===== config.mk =====
export PLATFORM = sky130hd
export DESIGN_NAME = ast_transceiver
export DESIGN_NICKNAME = d
export VERILOG_FILES = /design/src/pkg/ast_pkg.sv /design/src/rtl/ast_transceiver.sv
export VERILOG_INCLUDE_DIRS = /design/src /design/src/pkg
export SDC_FILE = /design/constraint.sdc
export NUM_CORES = 1
export LEC_CHECK = 0
export BUFFER_PORTS_ARGS = -buffer_cell sky130_fd_sc_hd__clkbuf_2
export CAP_MARGIN = 40
export CORE_MARGIN = 1.5
export CORE_UTILIZATION = 52
export DETAILED_ROUTE_END_ITERATION = 12
export HOLD_SLACK_MARGIN = 0.08
export PLACE_DENSITY = 0.81
export SKIP_LAST_GASP = 1
export SYNTH_ARGS = -nofsm -noshare
export SYNTH_HDL_FRONTEND = slang
export SYNTH_SLANG_ARGS = --single-unit
export TNS_END_PERCENT = 5

===== constraint.sdc =====
create_clock -name clk_i -period 4.4 [get_ports clk_i]
set_input_delay 0.22 -clock clk_i [delete_from_list [all_inputs] [get_ports clk_i]]
set_output_delay 0.22 -clock clk_i [all_outputs]
set_load 0.02 [all_outputs]

===== src/pkg/ast_cfg.svh =====
// Constants for the serial transceiver: offsets, fields, reset values, counts.
`ifndef AST_CFG_SVH
`define AST_CFG_SVH
`define AST_OFF_DATA 32'h0000_0000
`define AST_OFF_CTRL 32'h0000_0004
`define AST_M_FAC_LO 0
`define AST_M_FAC_HI 1
`define AST_M_LEN_LO 2
`define AST_M_LEN_HI 3
`define AST_M_PEN 4
`define AST_M_PEVEN 5
`define AST_M_STOP_LO 6
`define AST_M_STOP_HI 7
`define AST_M_EXT 6
`define AST_M_SINGLE 7
`define AST_FAC_SYNC 2'h0
`define AST_FAC_X1 2'h1
`define AST_FAC_X16 2'h2
`define AST_STOP_1 2'h1
`define AST_STOP_15 2'h2
`define AST_C_TRANSMIT_ENABLE_BIT 0
`define AST_C_RXEN 2
`define AST_C_BRK 3
`define AST_C_ERST 4
`define AST_C_IRST 6
`define AST_C_HUNT 7
`define AST_S_TRANSMIT_READY_OUT 0
`define AST_S_RXAV 1
`define AST_S_TXEMP 2
`define AST_S_PE 3
`define AST_S_OE 4
`define AST_S_FE 5
`define AST_S_SYN 6
`define AST_S_DSR 7
`define AST_DIV_X1 7'h01
`define AST_DIV_X16 7'h10
`define AST_DIV_X64 7'h40
`define AST_CNT_ONE 4'h1
`define AST_DIV_ONE 7'h01
`define AST_LEN_BASE 4'h5
`define AST_DATA_W 4'h8
`define AST_RSH_W 4'h9
`define AST_RSH_ONES 9'h1ff
`define AST_TSH_ONES 12'hfff
`define AST_BYTE_ONES 8'hff
`define AST_HI_ZERO 24'h00_0000
`endif


===== src/pkg/ast_pkg.sv =====
// Types shared by the serial transceiver: sequencing states and the state record.
package ast_pkg;
  typedef enum logic [3:0] {
    PH_MODE = 4'h1,
    PH_SYN1 = 4'h2,
    PH_SYN2 = 4'h4,
    PH_CMD = 4'h8
  } ast_phase_t;
  typedef enum logic [5:0] {
    RX_IDLE = 6'h01,
    RX_START = 6'h02,
    RX_DATA = 6'h04,
    RX_HUNT = 6'h08,
    RX_HUNT2 = 6'h10,
    RX_SYNC = 6'h20
  } ast_rx_t;
  typedef struct packed {
    ast_phase_t phase;
    ast_rx_t rst;
    logic [7:0] mode, cmd, sync1, sync2, tbuf, rbuf, stat;
    logic tfull, tbusy, tstarted, tsel, tempty, tline, txd, rdy;
    logic [11:0] tsh;
    logic [3:0] tcnt, rbit;
    logic [6:0] tdiv, rdiv;
    logic txc_q, rxc_q, rxd_q;
    logic [8:0] rsh;
    logic avail, pe, oe, fe, syn, prev1, soe, ack;
    logic [31:0] dat;
  } ast_state_t;
endpackage


===== src/rtl/ast_transceiver.sv =====
// Asynchronous and character-synchronous serial transceiver with a Wishbone slave.
//
// Local design decisions: the register addresses and the Wishbone slave port.
`include "ast_cfg.svh"

// Behaviour
// - Async frame: start, data LSB first, parity, stops.
// - Async bits change on falling clock, divided.
// - Async idle line high; break holds low.
// - Falling edge starts; recheck at centre (16x/64x).
// - Rising receive clock samples; counter finds centres.
// - Parity mismatch sets parity error flag.
// - Only first stop checked; low sets framing error.
// - Completed character loads buffer, raises available.
// - Unfetched character overwritten, overrun flag set.
// - Error reset clears flags; errors never stop reception.
// - Sync output high until first character, clear-to-send.
// - Sync underrun inserts sync characters, raises empty.
// - Sync empty stays high until data written.
// - Hunt compares first sync each bit, then second.
// - Internal sync drives detect; status read clears.
// - External high on detect pin ends hunt.
// - Enter hunt fills buffer with ones; async ignores.
// - Sync parity checked whenever not hunting.
// - Synced detection only at character boundaries.
// - After mode and syncs, control writes load command.
// - Status read returns status, holds updates meanwhile.
// - Ready pin needs empty, clear-to-send, enable.
// - Receive disabled masks and holds available low.
module ast_transceiver (
  input wire logic clk_i,
  input wire logic rst_i,
  input wire logic wb_cyc_i,
  input wire logic wb_stb_i,
  input wire logic wb_we_i,
  input wire logic [31:0] wb_adr_i,
  input wire logic [3:0] wb_sel_i,
  input wire logic [31:0] wb_dat_i,
  output logic [31:0] wb_dat_o,
  output logic wb_ack_o,
  input wire logic transmit_bit_clock_i,
  input wire logic receive_bit_clock_i,
  output logic txd_o,
  input wire logic rxd_i,
  input wire logic cts_n_i,
  output logic transmit_ready_out_o,
  output logic transmitter_empty_out_o,
  output logic receive_char_available_o,
  input wire logic sync_detect_pin_i,
  output logic sync_detect_pin_o,
  output logic sync_detect_pin_oe_o
);
  import ast_pkg::*;

  ast_state_t s, n;
  logic acc, a_data, a_ctrl, wr, stat_rd, stat_busy, live;
  logic tx_tick, rx_tick, asy, ext, single, pen, podd, transmit_enable_bit, rxen;
  logic can_data, bdone, half, rat, deliver, perr, m1, m2;
  logic [1:0] stop;
  logic [3:0] len, rn, tcount, ntc;
  logic [6:0] fac;
  logic [7:0] src, rdat, st;
  logic [8:0] rwin;
  logic [11:0] frame;

  function automatic logic [7:0] lmask(input logic [3:0] l);
    lmask = `AST_BYTE_ONES >> (`AST_DATA_W - l);
  endfunction

  // Builds the line image of one character, first bit in position zero.
  function automatic logic [11:0] build(input logic [7:0] d, input logic [3:0] l,
                                        input logic pe_on, input logic odd,
                                        input logic a);
    logic [11:0] f;
    logic [3:0] k;
    f = `AST_TSH_ONES;
    k = 4'h0;
    if (a) begin
      f[0] = 1'b0;
      k = `AST_CNT_ONE;
    end
    for (int i = 0; i < 8; i++) begin
      if (i[3:0] < l) begin
        f[k + i[3:0]] = d[i];
      end
    end
    if (pe_on) begin
      f[k + l] = ^(d & lmask(l)) ^ odd;
    end
    build = f;
  endfunction

  function automatic ast_state_t rst_val();
    ast_state_t r;
    r = '0;
    r.phase = PH_MODE;
    r.rst = RX_IDLE;
    r.tline = 1'b1;
    r.txd = 1'b1;
    r.tempty = 1'b1;
    r.soe = 1'b1;
    r.rxd_q = 1'b1;
    r.rsh = `AST_RSH_ONES;
    r.stat[`AST_S_TRANSMIT_READY_OUT] = 1'b1;
    r.stat[`AST_S_TXEMP] = 1'b1;
    rst_val = r;
  endfunction

  always_comb begin
    n = s;
    n.txc_q = transmit_bit_clock_i;
    n.rxc_q = receive_bit_clock_i;
    live = s.phase == PH_CMD;
    tx_tick = live & s.txc_q & ~transmit_bit_clock_i;
    rx_tick = live & ~s.rxc_q & receive_bit_clock_i;
    acc = wb_cyc_i & wb_stb_i & ~s.ack;
    a_data = wb_adr_i == `AST_OFF_DATA;
    a_ctrl = wb_adr_i == `AST_OFF_CTRL;
    wr = acc & wb_we_i & wb_sel_i[0];
    stat_rd = acc & ~wb_we_i & a_ctrl;
    stat_busy = wb_cyc_i & wb_stb_i & ~wb_we_i & a_ctrl;
    n.ack = acc;
    n.dat = 32'h0;
    asy = s.mode[`AST_M_FAC_HI:`AST_M_FAC_LO] != `AST_FAC_SYNC;
    ext = s.mode[`AST_M_EXT];
    single = s.mode[`AST_M_SINGLE];
    pen = s.mode[`AST_M_PEN];
    podd = ~s.mode[`AST_M_PEVEN];
    stop = s.mode[`AST_M_STOP_HI:`AST_M_STOP_LO];
    transmit_enable_bit = s.cmd[`AST_C_TRANSMIT_ENABLE_BIT];
    rxen = s.cmd[`AST_C_RXEN];
    len = {2'h0, s.mode[`AST_M_LEN_HI:`AST_M_LEN_LO]} + `AST_LEN_BASE;
    rn = len + {3'h0, pen};
    unique case (s.mode[`AST_M_FAC_HI:`AST_M_FAC_LO])
      `AST_FAC_SYNC, `AST_FAC_X1: fac = `AST_DIV_X1;
      `AST_FAC_X16: fac = `AST_DIV_X16;
      default: fac = `AST_DIV_X64;
    endcase
    tcount = (asy ? `AST_CNT_ONE : 4'h0) + rn;
    if (asy) begin
      tcount = tcount + ((stop == `AST_STOP_1) ? `AST_CNT_ONE : 4'h2);
    end
    deliver = 1'b0;
    src = 8'h0;
    frame = `AST_TSH_ONES;
    // Host reads; clears go first so that a same-cycle event still sets.
    if (acc & ~wb_we_i & a_data) begin
      n.dat = {`AST_HI_ZERO, s.rbuf};
      n.avail = 1'b0;
    end
    if (stat_rd) begin
      n.dat = {`AST_HI_ZERO, s.stat};
      n.syn = 1'b0;
    end
    if (wr & a_ctrl & live & wb_dat_i[`AST_C_ERST]) begin
      n.pe = 1'b0;
      n.oe = 1'b0;
      n.fe = 1'b0;
    end
    if (wr & a_data & live & ~asy) begin
      n.tempty = 1'b0;
    end
    // Transmitter.
    can_data = s.tfull & transmit_enable_bit & ~cts_n_i;
    bdone = s.tbusy & (s.tdiv == `AST_DIV_ONE);
    ntc = s.tcnt - `AST_CNT_ONE;
    half = asy & (stop == `AST_STOP_15) & (fac != `AST_DIV_X1) & (ntc == `AST_CNT_ONE);
    if (tx_tick) begin
      if (s.tbusy & ~bdone) begin
        n.tdiv = s.tdiv - `AST_DIV_ONE;
      end else if (s.tbusy & (s.tcnt != `AST_CNT_ONE)) begin
        n.tsh = {1'b1, s.tsh[11:1]};
        n.tcnt = ntc;
        n.tline = s.tsh[1];
        n.tdiv = half ? (fac >> 1) : fac;
      end else begin
        n.tbusy = 1'b0;
        n.tline = 1'b1;
        if (can_data | (~asy & s.tstarted)) begin
          src = can_data ? s.tbuf : (s.tsel ? s.sync2 : s.sync1);
          frame = build(src, len, pen, podd, asy);
          n.tsh = frame;
          n.tcnt = tcount;
          n.tline = frame[0];
          n.tdiv = fac;
          n.tbusy = 1'b1;
          if (can_data) begin
            n.tfull = 1'b0;
            n.tstarted = ~asy;
            n.tsel = 1'b0;
          end else begin
            n.tempty = 1'b1;
            n.tsel = ~single & ~s.tsel;
          end
        end
      end
    end
    // Receiver: sync mode shifts every bit except while the external detect pin ends a hunt, async only at bit centres.
    if (rx_tick) begin
      n.rxd_q = rxd_i;
      if (~asy & ~((s.rst == RX_HUNT) & ext & sync_detect_pin_i)) begin
        n.rsh = {rxd_i, s.rsh[8:1]};
      end
    end
    rwin = n.rsh >> (`AST_RSH_W - rn);
    rdat = rwin[7:0] & lmask(len);
    perr = pen & (rwin[len] != (^rdat ^ podd));
    m1 = rdat == (s.sync1 & lmask(len));
    m2 = rdat == (s.sync2 & lmask(len));
    rat = s.rdiv == `AST_DIV_ONE;
    if (rx_tick) begin
      unique case (s.rst)
        RX_IDLE: begin
          if (asy & s.rxd_q & ~rxd_i) begin
            n.rbit = 4'h0;
            n.rst = (fac == `AST_DIV_X1) ? RX_DATA : RX_START;
            n.rdiv = (fac == `AST_DIV_X1) ? `AST_DIV_ONE : (fac >> 1);
          end
        end
        RX_START: begin
          if (~rat) begin
            n.rdiv = s.rdiv - `AST_DIV_ONE;
          end else begin
            n.rdiv = fac;
            n.rst = rxd_i ? RX_IDLE : RX_DATA;
          end
        end
        RX_DATA: begin
          if (~rat) begin
            n.rdiv = s.rdiv - `AST_DIV_ONE;
          end else if (s.rbit != rn) begin
            n.rdiv = fac;
            n.rsh = {rxd_i, s.rsh[8:1]};
            n.rbit = s.rbit + `AST_CNT_ONE;
          end else begin
            n.fe = n.fe | ~rxd_i;
            deliver = 1'b1;
            n.rst = RX_IDLE;
          end
        end
        RX_HUNT: begin
          n.rbit = 4'h0;
          if (ext) begin
            if (sync_detect_pin_i) begin
              n.rst = RX_SYNC;
            end
          end else if (m1) begin
            n.rst = single ? RX_SYNC : RX_HUNT2;
            n.syn = n.syn | single;
          end
        end
        RX_HUNT2: begin
          n.rbit = s.rbit + `AST_CNT_ONE;
          if (n.rbit == rn) begin
            n.rbit = 4'h0;
            n.rst = m2 ? RX_SYNC : RX_HUNT;
            n.syn = n.syn | m2;
          end
        end
        RX_SYNC: begin
          n.rbit = s.rbit + `AST_CNT_ONE;
          if (n.rbit == rn) begin
            n.rbit = 4'h0;
            deliver = 1'b1;
            n.prev1 = m1;
            if (~ext & (single ? m1 : (s.prev1 & m2))) begin
              n.syn = 1'b1;
            end
          end
        end
        default: n.rst = RX_IDLE;
      endcase
      if (~asy & ext & sync_detect_pin_i) begin
        n.syn = 1'b1;
      end
    end
    if (deliver) begin
      n.pe = n.pe | perr;
      if (rxen) begin
        n.rbuf = rdat;
        n.oe = n.oe | s.avail;
        n.avail = 1'b1;
      end
    end
    if (~rxen) begin
      n.avail = 1'b0;
    end
    // Host writes to the data and control locations.
    if (wr & a_data & live) begin
      n.tbuf = wb_dat_i[7:0];
      n.tfull = 1'b1;
    end
    if (wr & a_ctrl) begin
      unique case (s.phase)
        PH_MODE: begin
          n.mode = wb_dat_i[7:0];
          if (wb_dat_i[`AST_M_FAC_HI:`AST_M_FAC_LO] == `AST_FAC_SYNC) begin
            n.phase = PH_SYN1;
            n.rst = RX_HUNT;
            n.soe = ~wb_dat_i[`AST_M_EXT];
          end else begin
            n.phase = PH_CMD;
          end
        end
        PH_SYN1: begin
          n.sync1 = wb_dat_i[7:0];
          n.phase = single ? PH_CMD : PH_SYN2;
        end
        PH_SYN2: begin
          n.sync2 = wb_dat_i[7:0];
          n.phase = PH_CMD;
        end
        PH_CMD: begin
          n.cmd = wb_dat_i[7:0];
          if (wb_dat_i[`AST_C_HUNT] & ~asy) begin
            n.rst = RX_HUNT;
            n.rsh = `AST_RSH_ONES;
          end
        end
        default: n.phase = PH_MODE;
      endcase
    end
    n.txd = (asy & n.cmd[`AST_C_BRK]) ? 1'b0 : n.tline;
    n.rdy = ~n.tfull & ~cts_n_i & n.cmd[`AST_C_TRANSMIT_ENABLE_BIT];
    if (asy) begin
      n.tempty = ~n.tfull & ~n.tbusy;
    end
    st = 8'h0;
    st[`AST_S_TRANSMIT_READY_OUT] = ~n.tfull;
    st[`AST_S_RXAV] = n.avail;
    st[`AST_S_TXEMP] = n.tempty;
    st[`AST_S_PE] = n.pe;
    st[`AST_S_OE] = n.oe;
    st[`AST_S_FE] = n.fe;
    st[`AST_S_SYN] = n.syn;
    st[`AST_S_DSR] = 1'b0;
    if (~stat_busy) begin
      n.stat = st;
    end
    if (rst_i | (wr & a_ctrl & live & wb_dat_i[`AST_C_IRST])) begin
      n = rst_val();
      n.ack = acc & ~rst_i;
    end
  end

  always_ff @(posedge clk_i) begin
    s <= n;
  end

  assign wb_dat_o = s.dat;
  assign wb_ack_o = s.ack;
  assign txd_o = s.txd;
  assign transmit_ready_out_o = s.rdy;
  assign transmitter_empty_out_o = s.tempty;
  assign receive_char_available_o = s.avail;
  assign sync_detect_pin_o = s.syn;
  assign sync_detect_pin_oe_o = s.soe;
endmodule // ast_transceiver


==> results.yml <==
sta:
  rsz0062_at_grt: "false"
  report.final.slew_viol_count: 0
  slew_headroom: 0.463
  skew_ps: 11.1
  final.period_utilization: 0.945
  fmax_ghz: 0.240
  fin_tns_setup_ps: 0
  finalCriticalPeriod_ps: 4160
  tightest_slew_ps: 799
  setup_viol: 0
  hold_violations: 0
worst_hold_path:
  min_from: "wb_stb_i"
  worstHoldPathCells: 3
  worstHoldPathType: "primary input to flip-flop"
  hold_end: "wb_ack_o"
yosys:
  syn_inst: 1012
  synth_top_area_share: 0.327
  yosysMostFrequentCell: "nor2_1"
  synth_area_um2: 7900
  yosys.area.top_type: "dfxtp_1"
  synth_edf_count: 0
  yosysSeqAreaShare: 0.327
  synth-async-reset-ratio: 0
  synth-seq-cells: 129
  synth_common_cells: "177 x nor2_1, 129 x dfxtp_1, 96 x nand2_1"
  syn_avg_cell_area_um2: 7.80
  synthFlopType: "dfxtp_1"
  yosysWarnings: 0
  synth.area.top_cells: "dfxtp_1 33%, nor2_1 8.4%, mux2i_1 7.2%"
  ys_types: 74
global_route:
  antenna_found_initial: 0
  grt_overflow_total: 0
  grt_pass1_vias: 6971
  grt_pass1_wl_um: 34500
  track_usage: 0.268
  grt_max_degree: 59
route:
  route.detailed.drc: 0
  wl_met2_um: 9980
  viasPerCell: 5.98
  wl_met1_um: 8900
  wl_per_cell_um: 16.8
  vias: 7535
  routed-wl-met3_um: 1760
  wirelength_um: 21200
  drtIter0Drc: 871
  drt_first_pass_iters: 6
  drtAntennaViolNets: 0
  highest_layer: "met4"
power_and_ir_drop:
  power_uw: 2750
  p_comb_frac: 0.034
  pwr-share-seq: 0.425
  p_per_area_nw_per_um2: 308
  peakVddDrop_uv: 306
  p_int_uw: 2110
  p_switching_uw: 640
  power.leakage_uw: 0.00364
  swShare: 0.232
  clockPowerShare: 0.541
critical_path:
  path_class: "flip-flop to flip-flop"
  r2r-start: "s[144]"
  crit_buf_inv: 3
  end_kind: "flip-flop"
  crit_fanout: 18
  worst_path_max_delay_cell: "fa_1"
  cp.required_ps: 4770
  cpLargestDelayFamily: "compound AO/OA/AOI/OAI gates"
  cpPeakStageDelay_ps: 540
  crit_chain: "inv_1 -> ha_1 -> fa_1 -> buf_4 -> mux2_2 -> mux2i_1 -> a21oi_1 -> o21ai_1 -> xor2_1 -> o22ai_1 -> a2111oi_1 -> nand4b_1 -> buf_4 -> o32ai_2 -> o31ai_1 -> o21ai_1"
  ff2ff_path_depth: 16
  startpoint_type: "flip-flop"
  r2r_slack_ps: 240
  r2r-end: "s[100]"
  cp.arrival_ps: 4530
cts:
  cts_root_buf: "clkbuf_16"
  cts_buffer_depth: 2
  numCtsBuffers: 17
  clkTransAtPathRegs_ps: 60
  numClockSinks: 129
  cts_tree: "yes"
  clock_latency_ps: 430
  htreeDepth: 4
die:
  std_cell_rows: 44
  die_h_um: 126
  io_pins: 117
  die-width_um: 126
  start_util: 0.537
  dieArea_um2: 15900
  core_um2: 14700
layout:
  largest_reg_flops: 111
  drive_gt1_frac: 0.131
  nets: 1165
  area_delta_synth_final_pct: 13.3
  antenna_cells: 0
  nFillCells: 1261
  finish.utilization: 0.609
  top_register: "s"
  final_cells: 1261
run_status:
  status: "complete, no violations"
placed_design:
  dp.cells: 1224
  portBuffers: 65
  gp_congestion: 0.977
  dpl.hpwl_um: 15000
run:
  drv_cap: 0
==> power groups by stage <==
| stage | Combinational [uW] | Clock (uW) | Sequential, uW |
|---|---|---|---|
| floorplan | 61.1 | 0 | 1200 |
| global placement | 87.7 | 0 | 1200 |
| detailed placement | 88.4 | 0 | 1200 |
| CTS | 91.7 | 1510 | 1170 |
| global route | 100 | 1560 | 1170 |
| finish | 93.1 | 1490 | 1170 |
==> metrics by stage <==
step	cell area, um^2	setup WS (ps)	hold slack (ps)
detailed placement	8280	244	440
CTS	8940	211	83.4
floorplan	7980	264	297
global placement	8250	274	423
finish	8950	242	87.9
global route	8950	18.4	104
==> worst reg2reg max path, delay by kind of cell, from the launching register on <==
kind / cells / cell delay [ps]
multiplexers: 2 / 610
adder cells (fa/ha/maj): 2 / 760
buffers and inverters: 3 / 550
AO/OA/AOI/OAI: 7 / 1510
AND/OR/NAND/NOR: 1 / 160
XOR/XNOR: 1 / 180
flip-flops: 1 / 330
==> worst max-delay path by stage <==
stage / startpoint / endpoint / slack (ps) / cells past startpoint
6_report: s[144] / s[100] / 240 / 16
5_1_grt: s[144] / s[100] / 20 / 16
4_1_cts: s[144] / s[100] / 210 / 15
3_5_place_dp: s[144] / s[100] / 240 / 15
3_3_place_gp: s[144] / s[100] / 270 / 15
2_1_floorplan: s[144] / s[100] / 260 / 17
==> metal layers <==
layer | vias up | GRT usage
met4 | 0 | 0.0940
met2 | 364 | 0.448
met3 | 63 | 0.0586
met5 | - | 0
met1 | 3489 | 0.341
li1 | 3619 | -
==> layout make-up <==
class / instances / area, um^2 / area share
multi-input combinational: 794 / 4850 / 0.542
tap: 184 / 230 / 0.0257
clock buffer: 19 / 443 / 0.0495
sequential: 129 / 2580 / 0.289
inverter: 30 / 113 / 0.0126
timing repair buffer: 92 / 554 / 0.0619
clock inverter: 13 / 174 / 0.0194
==> kinds of logic after synthesis <==
| kind of cell | after synthesis | synth area share |
|---|---|---|
| simple gates | 423 | 0.248 |
| compound gates | 218 | 0.183 |
| flops | 129 | 0.327 |
| buf+inv | 112 | 0.0707 |
| mux | 61 | 0.0779 |
| xor+xnor | 45 | 0.0534 |
| fa+ha+maj | 23 | 0.0393 |
| other cells | 1 | 0.000475 |
==> layout by cell type, fill, tap and decap left out, types with 5 or more instances in the layout <==
cell	count
nor2_1	177
nand3b_1	6
and3_1	6
a31oi_1	6
nand3_1	17
xor2_1	16
nor2b_1	7
conb_1	24
and2_1	6
buf_4	21
clkbuf_16	17
a211oi_1	16
o211ai_1	9
o31ai_1	5
dfxtp_1	129
o21ai_0	43
nand2b_1	11
inv_1	30
a21oi_1	68
inv_6	5
nand2_1	96
clkbuf_2	65
ha_1	20
xnor2_1	27
a32oi_1	5
a22oi_1	14
o22ai_1	5
nor3_1	44
mux2i_1	57
nand4b_1	5
or3_1	13
nor4_1	11
o221ai_1	5
==> repair_timing <==
action,CTS,global route
hold endpoints to repair,4,0
gates resized for setup,0,0
hold buffers,4,0
setup buffers,0,1
setup endpoints to repair,0,3
Note: power is estimated with default switching activity, not from simulation.
